**config.mk**
```make
export PLATFORM = sky130hd
export DESIGN_NAME = owg_overlay_window
export DESIGN_NICKNAME = d
export VERILOG_FILES = /design/src/hw/owg_pkg.sv /design/src/hw/owg_overlay_window.sv
export SDC_FILE = /design/constraint.sdc
export NUM_CORES = 1
export LEC_CHECK = 0
export BUFFER_PORTS_ARGS = -buffer_cell sky130_fd_sc_hd__buf_2
export CORE_UTILIZATION = 30
export DETAILED_ROUTE_END_ITERATION = 8
export PLACE_DENSITY = 0.47
export SKIP_CTS_REPAIR_TIMING = 1
export SYNTH_ARGS = -nofsm -noshare
export SYNTH_HDL_FRONTEND = slang
export SYNTH_SLANG_ARGS = --single-unit
```
**constraint.sdc**
```tcl
create_clock -name pclk -period 6.4 [get_ports pclk]
set_clock_uncertainty 0.05 [all_clocks]
set_input_delay 1.28 -clock pclk [delete_from_list [all_inputs] [get_ports pclk]]
set_output_delay 1.28 -clock pclk [all_outputs]
set_load 0.05 [all_outputs]
```
**src/hw/owg_pkg.sv**
```systemverilog
// Shared constants and types for the overlay window geometry block
package owg_pkg;
    // Register byte offsets
    localparam logic [7:0]  OWG_GDC_OFF     = 8'h10;
    localparam logic [7:0]  OWG_MWS_OFF     = 8'h44;
    localparam logic [7:0]  OWG_OSA_OFF     = 8'h50;
    localparam logic [7:0]  OWG_OST_OFF     = 8'h54;
    localparam logic [7:0]  OWG_OFA_OFF     = 8'h58;
    localparam logic [7:0]  OWG_OSX_OFF     = 8'h5c;
    localparam logic [7:0]  OWG_STAT_OFF    = 8'h60;
    localparam logic [7:0]  OWG_SIZE_OFF    = 8'h64;
    localparam int          OWG_PADDR_W     = 12;
    // Field positions
    localparam int          OWG_ENA_BIT     = 19;
    localparam int          OWG_ROT_BIT     = 16;
    localparam int          OWG_BPP_LSB     = 0;
    localparam int          OWG_BPP_W       = 3;
    localparam int          OWG_POS_W       = 10;
    localparam int          OWG_START_LSB   = 0;
    localparam int          OWG_END_LSB     = 16;
    // Values after reset and limits
    localparam logic [31:0] OWG_REG_RST     = 32'h0000_0000;
    localparam logic [2:0]  OWG_BPP_MAX     = 3'h4;
    localparam logic [2:0]  OWG_DWORD_SHIFT = 3'h5;
    localparam int          OWG_BUF_DEPTH   = 2;

    typedef enum logic [1:0] {
        OWG_IDLE = 2'b01,
        OWG_RUN  = 2'b10
    } owg_state_e;

    typedef struct packed {
        logic [31:0] addr;
        logic        line_end;
        logic        frame_end;
    } owg_fetch_s;

    typedef struct packed {
        logic [15:0] left;
        logic [15:0] right;
        logic [15:0] top;
        logic [15:0] bottom;
        logic [15:0] width;
        logic [15:0] height;
    } owg_geom_s;
endpackage : owg_pkg

```
**src/hw/owg_overlay_window.sv**
```systemverilog
// Overlay window geometry, fetch walker and APB register file
//
// Function
// [RULE1] Image start addresses are dword aligned
// [RULE2] Equal strides share one image
// [RULE3] First-axis register: start 9-0, end 25-16
// [RULE4] Second-axis register: start 9-0, end 25-16
// [RULE5] Overlay shown only while enable bit set
// [RULE6] Unrotated first axis: scaled left/right edges
// [RULE7] Unrotated second axis: top/bottom lines
// [RULE8] Rotated first axis: top/bottom lines
// [RULE9] Rotated second axis: mirrored scaled edges
// [RULE10] Size is end minus start plus one
// [RULE11] Start address is byte address over four
// [RULE12] Stride in dwords, added per line
// [RULE13] Rotation turns both images counter-clockwise
// [RULE14] Overlay image stored after main image
// [RULE15] Rotated start is last dword of line
`timescale 1ns/1ps
module owg_overlay_window #(
    parameter logic [15:0] PANEL_H = 16'd240
) (
    input  wire logic                                 pclk,
    input  wire logic                                 presetn,
    input  wire logic [owg_pkg::OWG_PADDR_W-1:0]      paddr,
    input  wire logic                                 psel,
    input  wire logic                                 penable,
    input  wire logic                                 pwrite,
    input  wire logic [31:0]                          pwdata,
    input  wire logic [3:0]                           pstrb,
    output logic      [31:0]                          prdata,
    output logic                                      pready,
    output logic                                      pslverr,
    input  wire logic                                 frame_start,
    output owg_pkg::owg_fetch_s                       fetch,
    output logic                                      fetch_valid,
    input  wire logic                                 fetch_ready,
    output owg_pkg::owg_geom_s                        geom,
    output logic                                      overlay_on,
    output logic                                      rotate90,
    output logic                                      busy
);
    import owg_pkg::*;

    typedef struct packed {
        // Software-visible registers
        logic                 ena;
        logic                 rot;
        logic [2:0]           bpp;
        logic [31:0]          main_stride;
        logic [31:0]          start_addr;
        logic [31:0]          ovl_stride;
        logic [9:0]           fa_s;
        logic [9:0]           fa_e;
        logic [9:0]           sa_s;
        logic [9:0]           sa_e;

        // Frame walker
        owg_state_e           fsm;
        logic                 walk_rot;
        logic [31:0]          line_base;
        logic [31:0]          cur;
        logic [9:0]           inner;
        logic [9:0]           outer;

        // Output buffer
        owg_fetch_s           b0;
        owg_fetch_s           b1;
        logic                 v0;
        logic                 v1;

        // Bus answer and registered outputs
        logic [31:0]          prdata;
        logic                 pready;
        logic                 pslverr;
        owg_geom_s            geom;
        logic                 busy;
    } owg_st_s;

    owg_st_s s;
    owg_st_s next_s;

    // Byte lanes without a strobe keep their old contents
    function automatic logic [31:0] owg_merge(input logic [31:0] old_v,
                                              input logic [31:0] new_v,
                                              input logic [3:0]  strb);
        logic [31:0] r;
        r = old_v;
        for (int i = 0; i < 4; i++) begin
            if (strb[i]) begin
                r[i*8 +: 8] = new_v[i*8 +: 8];
            end
        end
        return r;
    endfunction : owg_merge

    // Pixels per dword as a shift: 32/bpp
    function automatic logic [15:0] owg_scale(input logic [10:0] pos,
                                              input logic [2:0]  sh);
        logic [15:0] r;
        r = {5'h0, pos} << sh;
        return r;
    endfunction : owg_scale

    function automatic logic [31:0] owg_gdc_word(input logic       ena,
                                                 input logic       rot,
                                                 input logic [2:0] bpp);
        logic [31:0] r;
        r = OWG_REG_RST;
        r[OWG_ENA_BIT] = ena;
        r[OWG_ROT_BIT] = rot;
        r[OWG_BPP_LSB +: OWG_BPP_W] = bpp;
        return r;
    endfunction : owg_gdc_word

    // Reserved bits read back as zero
    function automatic logic [31:0] owg_pos_word(input logic [9:0] st,
                                                 input logic [9:0] en);
        logic [31:0] r;
        r = OWG_REG_RST;
        r[OWG_START_LSB +: OWG_POS_W] = st;
        r[OWG_END_LSB +: OWG_POS_W]   = en;
        return r;
    endfunction : owg_pos_word

    // Axis extent minus one; end below start wraps modulo 1024
    function automatic logic [9:0] owg_diff(input logic [9:0] st,
                                            input logic [9:0] en);
        return en - st;
    endfunction : owg_diff

    // Scaled axis span; truncated fields shrink the window
    function automatic logic [15:0] owg_px_span(input logic [9:0] st,
                                                input logic [9:0] en,
                                                input logic [2:0] sh);
        return owg_scale({1'b0, owg_diff(st, en)} + 11'h1, sh);
    endfunction : owg_px_span

    function automatic logic [15:0] owg_ln_span(input logic [9:0] st,
                                                input logic [9:0] en);
        return {6'h0, owg_diff(st, en)} + 16'h1;
    endfunction : owg_ln_span

    // Rotation mirrors the second axis about the panel height
    function automatic logic [15:0] owg_mirror(input logic [10:0] pos,
                                               input logic [2:0]  sh);
        return PANEL_H - owg_scale(pos, sh);
    endfunction : owg_mirror

    logic [2:0]  bpp_c;
    logic [2:0]  sh;
    logic [7:0]  reg_off;
    logic        hit;
    logic [31:0] rd;
    logic [31:0] gdc_word;
    logic [31:0] wr_word;
    logic        wr_en;
    logic        push;
    logic        pop;
    logic        in_last;
    logic        out_last;
    owg_fetch_s  item;

    always_comb begin
        next_s   = s;
        // Unsupported depth codes fall back to the widest pixel
        bpp_c    = (s.bpp > OWG_BPP_MAX) ? OWG_BPP_MAX : s.bpp;
        sh       = OWG_DWORD_SHIFT - bpp_c;
        reg_off  = paddr[7:0];
        gdc_word = owg_gdc_word(s.ena, s.rot, s.bpp);

        // APB decode; upper address bits and misaligned words are unmapped
        hit = 1'b1;
        rd  = OWG_REG_RST;
        if (paddr[OWG_PADDR_W-1:8] != '0 || paddr[1:0] != 2'b00) begin
            hit = 1'b0;
        end else if (reg_off == OWG_GDC_OFF) begin
            rd = gdc_word;
        end else if (reg_off == OWG_MWS_OFF) begin
            rd = s.main_stride;
        end else if (reg_off == OWG_OSA_OFF) begin
            rd = s.start_addr;
        end else if (reg_off == OWG_OST_OFF) begin
            rd = s.ovl_stride;
        end else if (reg_off == OWG_OFA_OFF) begin
            rd = owg_pos_word(s.fa_s, s.fa_e); // RULE3
        end else if (reg_off == OWG_OSX_OFF) begin
            rd = owg_pos_word(s.sa_s, s.sa_e); // RULE4
        end else if (reg_off == OWG_STAT_OFF) begin
            rd[0] = s.ena;
            rd[1] = s.busy;
            rd[2] = s.v0;
            rd[3] = s.v1;
        end else if (reg_off == OWG_SIZE_OFF) begin
            rd[31:16] = s.geom.height;
            rd[15:0]  = s.geom.width;
        end else begin
            hit = 1'b0;
        end

        // Zero-wait slave: answer prepared in setup, shown in access
        next_s.pready  = psel && !penable;
        next_s.pslverr = psel && !penable && !hit;
        next_s.prdata  = (psel && !penable && !pwrite && hit) ? rd : OWG_REG_RST;

        wr_en = psel && penable && pwrite && s.pready && !s.pslverr;
        if (wr_en) begin
            if (reg_off == OWG_GDC_OFF) begin
                // A rotation change reaches the walker from the next frame start; rotate90 follows at once, geom one cycle later
                wr_word        = owg_merge(gdc_word, pwdata, pstrb);
                next_s.ena     = wr_word[OWG_ENA_BIT];
                next_s.rot     = wr_word[OWG_ROT_BIT];
                next_s.bpp     = wr_word[OWG_BPP_LSB +: OWG_BPP_W];
            end else if (reg_off == OWG_MWS_OFF) begin
                wr_word            = owg_merge(s.main_stride, pwdata, pstrb);
                next_s.main_stride = wr_word;
            end else if (reg_off == OWG_OSA_OFF) begin
                wr_word           = owg_merge(s.start_addr, pwdata, pstrb);
                next_s.start_addr = wr_word; // RULE11
            end else if (reg_off == OWG_OST_OFF) begin
                wr_word           = owg_merge(s.ovl_stride, pwdata, pstrb);
                next_s.ovl_stride = wr_word; // RULE12
            end else if (reg_off == OWG_OFA_OFF) begin
                wr_word     = owg_merge(owg_pos_word(s.fa_s, s.fa_e), pwdata, pstrb);
                next_s.fa_s = wr_word[OWG_START_LSB +: OWG_POS_W]; // RULE3
                next_s.fa_e = wr_word[OWG_END_LSB +: OWG_POS_W];   // RULE3
            end else if (reg_off == OWG_OSX_OFF) begin
                wr_word     = owg_merge(owg_pos_word(s.sa_s, s.sa_e), pwdata, pstrb);
                next_s.sa_s = wr_word[OWG_START_LSB +: OWG_POS_W]; // RULE4
                next_s.sa_e = wr_word[OWG_END_LSB +: OWG_POS_W];   // RULE4
            end else begin
                // Status and size are read-only; writes are dropped
                wr_word = OWG_REG_RST;
            end
        end else begin
            wr_word = OWG_REG_RST;
        end

        // Window rectangle on the panel and its true size after truncation
        if (s.rot) begin
            next_s.geom.top    = {6'h0, s.fa_s}; // RULE8
            next_s.geom.bottom = {6'h0, s.fa_e}; // RULE8
            next_s.geom.left   = owg_mirror({1'b0, s.sa_e} + 11'h1, sh); // RULE9
            next_s.geom.right  = owg_mirror({1'b0, s.sa_s}, sh) - 16'h1; // RULE9
            next_s.geom.width  = owg_px_span(s.sa_s, s.sa_e, sh); // RULE10
            next_s.geom.height = owg_ln_span(s.fa_s, s.fa_e); // RULE10
        end else begin
            next_s.geom.left   = owg_scale({1'b0, s.fa_s}, sh); // RULE6
            next_s.geom.right  = owg_scale({1'b0, s.fa_e} + 11'h1, sh) - 16'h1; // RULE6
            next_s.geom.top    = {6'h0, s.sa_s}; // RULE7
            next_s.geom.bottom = {6'h0, s.sa_e}; // RULE7
            next_s.geom.width  = owg_px_span(s.fa_s, s.fa_e, sh); // RULE10
            next_s.geom.height = owg_ln_span(s.sa_s, s.sa_e); // RULE10
        end

        // Walker: inner steps along the fetch line, outer moves to the next
        in_last  = s.inner == owg_diff(s.fa_s, s.fa_e);
        out_last = s.outer == owg_diff(s.sa_s, s.sa_e);
        item.addr      = s.cur;
        item.line_end  = in_last;
        item.frame_end = in_last && out_last;
        // Only a free second slot accepts; keeps full honest without bypass
        push = (s.fsm == OWG_RUN) && !s.v1;
        pop  = s.v0 && fetch_ready;

        case (s.fsm)
            OWG_IDLE: begin
                if (frame_start && s.ena) begin // RULE5
                    next_s.fsm       = OWG_RUN;
                    next_s.walk_rot  = s.rot; // RULE13
                    next_s.line_base = s.start_addr; // RULE1 RULE11 RULE15
                    next_s.cur       = s.start_addr;
                    next_s.inner     = 10'h0;
                    next_s.outer     = 10'h0;
                end
            end
            OWG_RUN: begin
                if (!s.ena) begin
                    // Dropping enable cuts the frame; queued words still drain
                    next_s.fsm = OWG_IDLE; // RULE5
                end else if (push) begin
                    if (!in_last) begin
                        next_s.inner = s.inner + 10'h1;
                        // Rotated: walk down a column; plain: next dword
                        next_s.cur   = s.walk_rot ? s.cur + s.ovl_stride // RULE13
                                                  : s.cur + 32'h1;
                    end else if (!out_last) begin
                        next_s.inner     = 10'h0;
                        next_s.outer     = s.outer + 10'h1;
                        // Rotated walk moves left one dword column
                        next_s.line_base = s.walk_rot ? s.line_base - 32'h1 // RULE15
                                                      : s.line_base + s.ovl_stride; // RULE12 RULE2
                        next_s.cur       = next_s.line_base;
                    end else begin
                        next_s.fsm = OWG_IDLE;
                    end
                end
            end
            default: begin
                next_s.fsm = OWG_IDLE;
            end
        endcase

        // Busy kept as its own flip-flop for the output
        next_s.busy = next_s.fsm == OWG_RUN;

        // Two-entry buffer; a receiver stall backs up into the walker
        if (pop) begin
            next_s.b0 = s.b1;
            next_s.v0 = s.v1;
            next_s.v1 = 1'b0;
        end
        if (push) begin
            if (!next_s.v0) begin
                next_s.b0 = item;
                next_s.v0 = 1'b1;
            end else begin
                next_s.b1 = item;
                next_s.v1 = 1'b1;
            end
        end
    end

    always_ff @(posedge pclk or negedge presetn) begin
        if (!presetn) begin
            s     <= '0;
            // One-hot idle code is not all zeros
            s.fsm <= OWG_IDLE;
        end else begin
            s <= next_s;
        end
    end

    assign prdata      = s.prdata;
    assign pready      = s.pready;
    assign pslverr     = s.pslverr;
    assign fetch       = s.b0;
    assign fetch_valid = s.v0;
    assign geom        = s.geom;
    assign overlay_on  = s.ena; // RULE5
    assign rotate90    = s.rot; // RULE13
    assign busy        = s.busy;
endmodule : owg_overlay_window

```
---- Word level (Yosys, flattened, before mapping) ----
Cells that the tools add are included.
storage, ports and cells
  register bits after elaboration ......... 429
  output and inout bits ................... 168
cells by class
  add/subtract/negate cells ............... 19
  magnitude comparators ................... 1
  eq/ne operators ......................... 19
  shift-type cells ........................ 6
  mux-type cells .......................... 43
  bitwise gates (word level) .............. 5
  reduce and logical (&&, ||, !) cells .... 47
operators by type and width
  cell                                                                    count
  32-bit 2-to-1 mux                                                       12
  84-bit 2-to-1 mux                                                       3
  84-bit one-hot mux with 2 select lines                                  1
  34-bit 2-to-1 mux                                                       3
  96-bit 2-to-1 mux                                                       1
  87-bit 2-to-1 mux                                                       1
  70-bit 2-to-1 mux                                                       1
  10-bit by 1-bit adder with 11-bit output (second input constant)        6
  32-bit adder                                                            2
  11-bit by 3-bit << shifter with 16-bit output                           4
  8-bit by 7-bit equality test with 1-bit output (second input constant)  7
  42-bit 2-to-1 mux                                                       1
  32-bit by 1-bit adder with 32-bit output (second input constant)        1
  8-bit AND reduction                                                     4
  10-bit by 3-bit << shifter with 16-bit output                           2
  16-bit by 1-bit subtractor with 16-bit output (second input constant)   2
  32-bit by 1-bit subtractor with 32-bit output (second input constant)   1
  8-bit by 16-bit subtractor with 16-bit output (first input constant)    2
  6-bit AND reduction                                                     5
  28-bit 2-to-1 mux                                                       1
  7-bit AND reduction                                                     4
  5-bit AND reduction                                                     5
  10-bit by 1-bit adder with 10-bit output (second input constant)        2
  10-bit equality test                                                    2
  23 further kinds                                                        67

---- Depth between registers and ports, before layout ----
Gate-level depths: netlist of the first run.
  word-level depth ........................ 12
  mapped depth ............................ 21
  depth with buffers taken out ............ 21

---- Least setup slack after synthesis of the first run ----
OpenSTA, ideal clock, no wires.
  kind .................................... register to register
  from .................................... register s[333] in the netlist's numbering
  to ...................................... register s, in the netlist item[31]
  setup time .............................. 0.099 ns
  data arrival time ....................... 4.042 ns
  path slack .............................. 2.209 ns
  stages on the path, launching flop included .. 20
  path through ............................ dfrtp_1 > nor4_1 > nand2_1 > or2_2 > or3_1 > nor2_1 > nand3b_1 > o21ai_0 > or3b_2 > ha_1 > nand3_1 > nor2_1 > nand3_1 > o211a_1 > o211ai_1 > a31oi_1 > o21ai_0 > xnor2_1 > a22oi_1 > a311oi_1
on the way
  cells in the longest elaborated chain, start to end .. 7
  elaborated cells on any way between the ends .. 9
  classes of those cells .................. add/sub: 2; mux: 7
ends and longest elaborated chain
  what                                      line                       text
  start, declared                           owg_overlay_window.sv:80   owg_st_s s;
  start signal, assigned                    owg_overlay_window.sv:330  s <= next_s;
  32-bit adder                              owg_overlay_window.sv:292  : s.line_base + s.ovl_stride;
  32-bit 2-to-1 mux                         owg_overlay_window.sv:291  next_s.line_base = s.walk_rot ? s.line_base - 32'h1
  84-bit 2-to-1 mux                         owg_overlay_window.sv:287  end else if (!out_last) begin
  42-bit 2-to-1 mux *                       owg_overlay_window.sv:282  if (!in_last) begin
  84-bit 2-to-1 mux *                       owg_overlay_window.sv:281  end else if (push) begin
  84-bit 2-to-1 mux *                       owg_overlay_window.sv:278  if (!s.ena) begin
  84-bit one-hot mux with 2 select lines *  owg_overlay_window.sv:266  case (s.fsm)
Mark *: on every way between the ends. The rest lies on a longest branch, timed or not. The select of a mux whose other input is x is not followed.
A chain may end at the register's enable or synchronous reset.

---- Worst setup path in the final report of the first run ----
  from .................................... register s[329] in the netlist's numbering
  to ...................................... register s[284] in the netlist's numbering
on the way
  cells in the longest elaborated chain, start to end .. 7
ends and longest elaborated chain
  what                                    line
  32-bit adder                            owg_overlay_window.sv:292
  32-bit 2-to-1 mux                       owg_overlay_window.sv:291
  84-bit 2-to-1 mux                       owg_overlay_window.sv:287
  32-bit 2-to-1 mux                       owg_overlay_window.sv:282
  84-bit 2-to-1 mux                       owg_overlay_window.sv:281
  84-bit 2-to-1 mux                       owg_overlay_window.sv:278
  84-bit one-hot mux with 2 select lines  owg_overlay_window.sv:266
Every way passes these cells. The select of a mux whose other input is x is not followed.

==> results.md, run 1 <==
- Status: completed
- First-pass DRT Iterations: 7
- Proportion of layout cells with a drive suffix above 1: a little under a fifth
- Sinks on the clock net: between 400 and 500
- Leakage: 14.1 nW
- Total Routing Usage GR: 22.0%
- Primary FF master, synth: sky130_fd_sc_hd__dfrtp_1
- Initial Util: between 30 and 40%
- Count of final setup violators: 0
- Number of pins with negative max-slew slack in the final report: 0
- FP Rows: 111
- List of cells traversed by the critical path: inv_1 -> ha_1 -> nand2_1 -> or2_2 -> or3_1 -> nor2_1 -> nand3b_1 -> o21ai_0 -> or3b_2 -> ha_1 -> a2111oi_0 -> o211ai_1 -> a31oi_1 -> o211ai_1 -> a31oi_1 -> xnor2_1 -> o31ai_1
- Number of cells in the design after placement: 4247
- Maximum number of pins on one net before global-route repair: 143
- Delay of the slowest critical-path stage: around 480 ps
- Total wire length: 106 mm
- CTS buffer count: between 50 and 60
- Synth Area in Compound Gates: a little under a fifth
- Most common cell in the netlist: sky130_fd_sc_hd__dfrtp_1
- Setup_tns: 0 ps
- Synthesis-stage register bit count: between 400 and 500
- Wire length of the first global-routing pass: between 150 and 200 mm
- Later-pin clock latency in the skew report: 610 ps
- Number of violations of the max-capacitance limit: 0
- Starting DRC count in detailed routing: about 2100
- Total I/O pin count: 223
- Vias per cell: roughly 5.4
- Cell family with most CP delay: compound AO/OA/AOI/OAI gates
- Flop2flop setup slack: 1340 ps
- Critical path depth in cells: 17
- Antenna violations before repair: 11
- Number of hold-slack violations in the final timing report: 0
- Max VDD drop: ~0.00017 V
- CTS clk-pin slew, worst paths: about 60 ps
- Time the final worst path needs with I/O delays and setup: 5060 ps
- Critical Path Slowest Stage Cell: sky130_fd_sc_hd__a2111oi_0
- Height of the die: a little over 300 um
- First element of the critical path: s[329]
- Multiplexer share of the synthesized area: 10.9%
- Hold Path Cell Cnt: 2
- Netlist cell types: between 90 and 100
- Area inside the core boundary: 91800 sq um
- CTS root buffer: sky130_fd_sc_hd__clkbuf_16
- Final cycle utilization of the critical path: ~80%
- Post-synthesis share of cell area spent on xor and xnor gates: 5.68%
- Gr ovfl total: 0
- Clock tree from TritonCTS: yes
- CTS HTree Levels: 2
- Proportion of netlist area held by the largest area contributor: between 30% and 40%
- DRC Markers: 0
- Worst R2R Start: s[329]
- Hold Crit Class: reg -> reg
- Post-route non-filler standard cell count: 4346
- Crit end category: flop
- Number of global-route vias before repair: approximately 23000
- Fill cell count: 9603
- Kind of start point of the critical path: flop
- Post-DP HPWL: ~78 mm
- Number of nets with antenna violations after detailed routing: 0
- Dominant combinational cell family by area after synthesis: compound AO/OA/AOI/OAI gates
- Number of enable-type register cells in the synthesized netlist: 0
- Worst endpoint required time: 6790 ps
- Path type of the worst setup path: reg -> reg
- Peak fanout along the critical path: 8
- Input/output buffers: 205
- Total via count in the routed design: 23500
- Startpoint of the lowest-slack hold path: s[257]
- Number of buffers and inverters on the critical path: 1
- Number of instances in the synthesized netlist: 3074
- Post-detailed-route wirelength per cell: roughly 24 um
- Area growth, synth to finish: 10.7%
- Total power consumption of the routed design: 6.58 mW
- Count of cells along the worst register-to-register path: 17
- CTS Buffer Depth: 3
- Area fraction in and, or, nand and nor cells after synthesis: 16.0%
- Synthesized area: 27900 sq um
- Proportion of synthesized flip-flops having asynchronous set or reset: 100%
- Most numerous cell types in the synthesized netlist: sky130_fd_sc_hd__dfrtp_1, sky130_fd_sc_hd__nand2_1, sky130_fd_sc_hd__nor2_1
- Worst slew pin tran: about 1200 ps
- Final estimated routing congestion in global placement: 0.908
- Die footprint: 94200 sq um
- Arrival time of data at the critical path endpoint: ~5500 ps
- Slew HR: 19.4%
- Post-Synthesis Mean Instance Area: about 9 sq um
- Total of warnings raised by yosys: 0
- Power density cells: 213 nW/um^2
- Post-synthesis share of cell area spent on full adders, half adders and majority gates: 4.41%
- Library cell with the largest summed area after synthesis: sky130_fd_sc_hd__dfrtp_1
- Chip width: between 300 and 400 um
- Area contributors post-synth: sky130_fd_sc_hd__dfrtp_1, sky130_fd_sc_hd__mux2_2, sky130_fd_sc_hd__nand2_1
- NumNets Final: 3209
- Fmax achieved: approximately 200 MHz
- Portion of the post-synthesis area used by sequential elements: a little under two fifths
- Setup repair after global routing missed its margin: no
-- cell type report --
class / instances / area, sq um / area share, %
multi-input combinational: 2269 / 15500 / 50.3
sequential: 412 / 10300 / 33.4
tap: 1243 / 1560 / 5.04
clock buffer: 78 / 1550 / 5.02
timing repair buffer: 249 / 1390 / 4.51
inverter: 74 / 278 / 0.900
clock inverter: 20 / 260 / 0.843
antenna: 1 / 2.50 / 0.00811
-- layer usage --
layer	part of all wire [%]	wire (um)	global-route usage, %	up-vias
li1	-	-	-	10900
met1	47	49600	32.0	11700
met2	44	46300	33.7	834
met3	6.9	7310	3.47	131
met4	2.5	2590	5.90	4
met5	0.026	27	0	-
-- worst min-delay path, stage by stage (launching register included) --
cell,delay (ps)
sky130_fd_sc_hd__dfrtp_1,340
sky130_fd_sc_hd__nand2_1,50
sky130_fd_sc_hd__o21ai_0,60
-- per-stage QoR --
| stage | setup WS (ps) | instance area, sq um | hold WS, ps | utilization (%) |
|---|---|---|---|---|
| 6_report | 1340 | 30900 | 436 | 33.6 |
| 5_1_grt | 872 | 30900 | 462 | 33.6 |
| 4_1_cts | 1330 | 30900 | 440 | 33.6 |
| 3_5_place_dp | 1350 | 29100 | 427 | 31.7 |
| 3_3_place_gp | 1420 | 29100 | 430 | 31.7 |
| 2_1_floorplan | 2210 | 28000 | 406 | - |
-- cells by family after synthesis --
group	after synthesis
compound gates	769
xor+xnor	173
fa+ha+maj	96
buf+inv	411
flops	412
mux	270
other cells	2
simple gates	941
-- flip-flops by register name, indices dropped and copies added (netlist names), 3 cells and up --
signal,flops
geom,79
prdata,32
item,32
gdc_word,3
s,226
fetch,34
-- path summary, 6_finish.rpt --
kind | end
setup / recovery | s[284]
hold / removal | s[257]
setup reg to reg | s[284]
hold reg to reg | s[257]
max in group asynchronous | gdc_word[1]
min in group asynchronous | fetch[4]
-- power by group --
part	internal, mW	switching (mW)	leakage (nW)	total [mW]
logic	0.212	0.463	7.72	0.676
clock network	1.91	1.22	0.898	3.13
registers	2.67	0.100	5.52	2.77
total	4.79	1.79	14.1	6.58
-- layout by cell type (no fill, tap or decap), types with 55 or more instances in the layout --
cell,synthesis,final
sky130_fd_sc_hd__nor2_1,228,222
sky130_fd_sc_hd__a21oi_1,167,167
sky130_fd_sc_hd__buf_2,25,204
sky130_fd_sc_hd__mux2_2,187,187
sky130_fd_sc_hd__dfrtp_1,411,408
sky130_fd_sc_hd__ha_1,92,91
sky130_fd_sc_hd__xor2_1,59,59
sky130_fd_sc_hd__nand2_1,342,341
sky130_fd_sc_hd__inv_1,73,73
sky130_fd_sc_hd__a31oi_1,57,57
sky130_fd_sc_hd__o21ai_0,208,208
sky130_fd_sc_hd__mux2i_1,75,75
sky130_fd_sc_hd__nand2b_1,55,55
sky130_fd_sc_hd__xnor2_1,109,109
(Power assumes the default switching activity.)
==> run 2: changes to the inputs <==
--- a/config.mk
+++ b/config.mk
@@ -5,10 +5,11 @@
 export SDC_FILE = /design/constraint.sdc
 export NUM_CORES = 1
 export LEC_CHECK = 0
+export ABC_AREA = 1
 export BUFFER_PORTS_ARGS = -buffer_cell sky130_fd_sc_hd__buf_2
 export CORE_UTILIZATION = 30
 export DETAILED_ROUTE_END_ITERATION = 8
-export PLACE_DENSITY = 0.47
+export PLACE_DENSITY = 0.48
 export SKIP_CTS_REPAIR_TIMING = 1
 export SYNTH_ARGS = -nofsm -noshare
 export SYNTH_HDL_FRONTEND = slang
==> constraint.sdc (replaced) <==
create_clock -name pclk -period 4.4 [get_ports pclk]
set_clock_uncertainty 0.05 [all_clocks]
set_input_delay 0.88 -clock pclk [delete_from_list [all_inputs] [get_ports pclk]]
set_output_delay 0.88 -clock pclk [all_outputs]
set_load 0.05 [all_outputs]
==> run 2 against run 1 <==
  * Fmax is 25% higher
  * Clock-buffer cell count is 10 lower
  * Register-to-register slack got worse by 980 ps
  * Worst hold slack got worse by 270 ps
  * Global-route usage increased by 1.8 points
  * Via count grew 14%
  * Critical path depth is 16 higher
  * Total power up 47%
  * Clock power grew 49%
  * First-iteration DRC count increased by 21%
  * Combinational power grew 69%
  * Highest routed layer is now met4
==> results.md, run 2 <==
- Synthesized area: 28200 sq um (+1.2%)
- Critical Path Slowest Stage Cell: sky130_fd_sc_hd__dfrtp_1
- Most numerous cell types in the synthesized netlist: sky130_fd_sc_hd__nand2_1, sky130_fd_sc_hd__inv_1, sky130_fd_sc_hd__dfrtp_1
- Arrival time of data at the critical path endpoint: 4520 ps (-930 ps)
- Most common cell after layout, fill and taps aside: sky130_fd_sc_hd__nand2_1
- Max VDD drop: 0.000246 V (+47%)
- CTS HTree Levels: 2 (unchanged)
- Number of nets with antenna violations after detailed routing: 0 (unchanged)
- Count of final setup violators: 0 (unchanged)
- Number of violations of the max-capacitance limit: 0 (unchanged)
- Number of global-route vias before repair: 25100 (+11%)
- Count of cells along the worst register-to-register path: 33 (+16)
- Sinks on the clock net: 412 (unchanged)
- Delay of the slowest critical-path stage: 390 ps (-90 ps)
- NumNets Final: 4244 (+32%)
- Critical path depth in cells: 33 (+16)
- Later-pin clock latency in the skew report: 640 ps (+30 ps)
- Worst endpoint required time: 4880 ps (-1910 ps)
- Starting DRC count in detailed routing: 2551 (+21%)
- CTS Buffer Depth: 3 (unchanged)
- CTS root buffer: sky130_fd_sc_hd__clkbuf_16
- Clk pwr share: 48.4% (+0.8 points)
- Clock tree from TritonCTS: yes
- Final estimated routing congestion in global placement: 0.966 (+6.3%)
- Logic pwr share: 11.8% (+1.5 points)
- Status: completed
- Number of pins with negative max-slew slack in the final report: 0 (unchanged)
- Kind of start point of the critical path: flop
- Flip-flop count of the largest register, all copies and words added: 226 (unchanged)
- Netlist cell types: 66 (-30%)
- Post-detailed-route wirelength per cell: 21.2 um (-13%)
- Portion of the post-synthesis area used by sequential elements: 36.5% (-0.42 points)
- Time the final worst path needs with I/O delays and setup: 4040 ps (-1020 ps)
- Part of the power in registers: 39.8% (-2.3 points)
- Number of enable-type register cells in the synthesized netlist: 0 (unchanged)
- Total wire length: 114 mm (+7.9%)
- Post-Synthesis Mean Instance Area: 7.03 sq um (-22%)
- Proportion of netlist area held by the largest area contributor: 36.5% (-0.42 points)
- Number of hold-slack violations in the final timing report: 0 (unchanged)
- Number of buffers and inverters on the critical path: 4 (+3)
- CTS clk-pin slew, worst paths: 60 ps (about the same)
- Vias per cell: 5.00 (-7.8%)
- Total I/O pin count: 223 (unchanged)
- Total Routing Usage GR: 23.8% (+1.8 points)
- DRC Markers: 0 (unchanged)
- Path type of the worst setup path: reg -> reg
- Maximum number of pins on one net before global-route repair: 97 (-32%)
- Leakage: 16.9 nW (+20%)
- Gr ovfl total: 0 (unchanged)
- Total of warnings raised by yosys: 0 (unchanged)
- Number of instances in the synthesized netlist: 4011 (+30%)
- Area inside the core boundary: 93200 sq um (+1.5%)
- Commonest cells after routing, fill and taps aside: sky130_fd_sc_hd__nand2_1, sky130_fd_sc_hd__dfrtp_1, sky130_fd_sc_hd__inv_1
- Total power consumption of the routed design: 9.66 mW (+47%)
- Hold_ws: 162 ps (-274 ps)
- Die footprint: 95300 sq um (+1.2%)
- Primary FF master, synth: sky130_fd_sc_hd__dfrtp_1
- Hold Crit Class: in -> async
- Total via count in the routed design: 26900 (+14%)
- Synthesis-stage register bit count: 412 (unchanged)
- Area contributors post-synth: sky130_fd_sc_hd__dfrtp_1, sky130_fd_sc_hd__nand2_1, sky130_fd_sc_hd__o21ai_0
- Area growth, synth to finish: 13.3%
- Final cycle utilization of the critical path: 91.8% (+13 points)
- FP Rows: 112 (+0.90%)
- Power density cells: 302 nW/um^2 (+42%)
- CTS buffer count: 51 (-1.9%)
- Most flop-heavy register: s
- Wire length of the first global-routing pass: 169 mm (+8.6%)
- Fmax achieved: 248 MHz (+25%)
- Height of the die: 309 um (+0.58%)
- Post-route core utilization: 34.3% (+0.67 points)
- Most common cell in the netlist: sky130_fd_sc_hd__nand2_1
- Chip width: 309 um (+0.58%)
- Slew HR: 28.8% (+9.4 points)
- Cell family with most CP delay: simple AND/OR/NAND/NOR gates
- Share of total power consumed by net switching: 27.8% (+0.65 points)
- Peak fanout along the critical path: 5 (-3)
- First-pass DRT Iterations: 6 (-1)
- Proportion of layout cells with a drive suffix above 1: 12.2% (-6.5 points)
- Crit end category: flop
- Cell repeated most along the worst path: sky130_fd_sc_hd__nand2_1
- Switching pwr: 2.68 mW (+50%)
- Initial Util: 30.3% (-0.10 points)
- Post-DP HPWL: 90.9 mm (+16%)
- Proportion of synthesized flip-flops having asynchronous set or reset: 100% (unchanged)
- Input/output buffers: 205 (unchanged)
- Antenna violations before repair: 0 (-11)
- Cell Int Power: 6.98 mW (+46%)
- Worst slew pin tran: 1070 ps (-136 ps)
- Library cell with the largest summed area after synthesis: sky130_fd_sc_hd__dfrtp_1
==> run 2: cell count changes after synthesis, moves of 40 or more <==
| cell | previous run | this run |
|---|---|---|
| sky130_fd_sc_hd__inv_1 | 73 | 413 |
| sky130_fd_sc_hd__and2_1 | 43 | 3 |
| sky130_fd_sc_hd__o21ai_0 | 208 | 355 |
| sky130_fd_sc_hd__clkbuf_1 | 134 | 87 |
| sky130_fd_sc_hd__mux2i_1 | 75 | 4 |
| sky130_fd_sc_hd__nand2b_1 | 55 | 1 |
| sky130_fd_sc_hd__nor2_1 | 228 | 283 |
| sky130_fd_sc_hd__a21oi_1 | 167 | 116 |
| sky130_fd_sc_hd__nand2_1 | 342 | 1288 |
| sky130_fd_sc_hd__nand3_1 | 51 | 265 |
| sky130_fd_sc_hd__xnor2_1 | 109 | 25 |
| sky130_fd_sc_hd__mux2_2 | 187 | 31 |
==> run 2: path summary, 6_finish.rpt <==
path / startpoint / endpoint / slack (ps)
worst max-delay path: s[328] / item[33] / 360
worst min-delay path: presetn / geom[80] / 160
worst max register to register: s[328] / item[33] / 360
worst min register to register: s[412] / s[412] / 430
max in group asynchronous: presetn / s[397] / 3160
min in group pclk: penable / pslverr / 410
==> run 2: metrics by stage <==
| step | cells | setup WS [ps] | instance area, sq um | setup TNS [ps] |
|---|---|---|---|---|
| 2_1_floorplan | 4029 | 616 | 28300 | 0 |
| 3_5_place_dp | 5286 | 158 | 29900 | 0 |
| 6_report | 5387 | 360 | 32000 | 0 |
| 5_1_grt | 5386 | -52.8 | 32000 | -124 |
| 3_3_place_gp | 5286 | 174 | 29900 | 0 |
| 4_1_cts | 5378 | 79.8 | 31800 | 0 |
==> run 2: final cells by class <==
| cell class | instances | area (sq um) |
|---|---|---|
| Inverter | 421 | 1580 |
| Sequential cell | 412 | 10300 |
| Tap cell | 1254 | 1570 |
| Antenna cell | 1 | 2.50 |
| Clock inverter | 24 | 372 |
| Fill cell | 10100 | 61200 |
| Timing Repair Buffer | 316 | 1970 |
| Clock buffer | 68 | 1490 |
| Multi-Input combinational cell | 2891 | 14700 |
==> run 2: kinds of logic (layout without fill, tap and decap cells) <==
| group | Yosys count | count (layout) | share of synthesized area, % |
|---|---|---|---|
| AO/OA/AOI/OAI | 683 | 683 | 13.8 |
| buffers and inverters | 726 | 829 | 12.2 |
| multiplexers | 35 | 35 | 1.38 |
| flip-flops | 412 | 412 | 36.5 |
| AND/OR/NAND/NOR | 1964 | 1964 | 28.7 |
| adder cells (fa/ha/maj) | 96 | 96 | 4.36 |
| XOR/XNOR | 93 | 93 | 2.96 |
| other | 2 | 21 | 0.0266 |
==> run 2: power groups by stage <==
stage          registers, mW  clock network [mW]  logic, mW
5_1_grt                 3.85                4.93       1.25
3_5_place_dp            3.92                   0       1.13
6_report                3.85                4.67       1.14
3_3_place_gp            3.92                   0       1.13
2_1_floorplan           3.91                   0      0.703
4_1_cts                 3.85                4.79       1.13
==> run 2: metal layers <==
layer	routed length [um]	up-vias	GRT usage, %
met3	7330	115	3.19
met1	55300	12900	35.7
met2	49200	887	36.0
met4	2280	0	5.02
met5	0	-	0
li1	-	13000	-
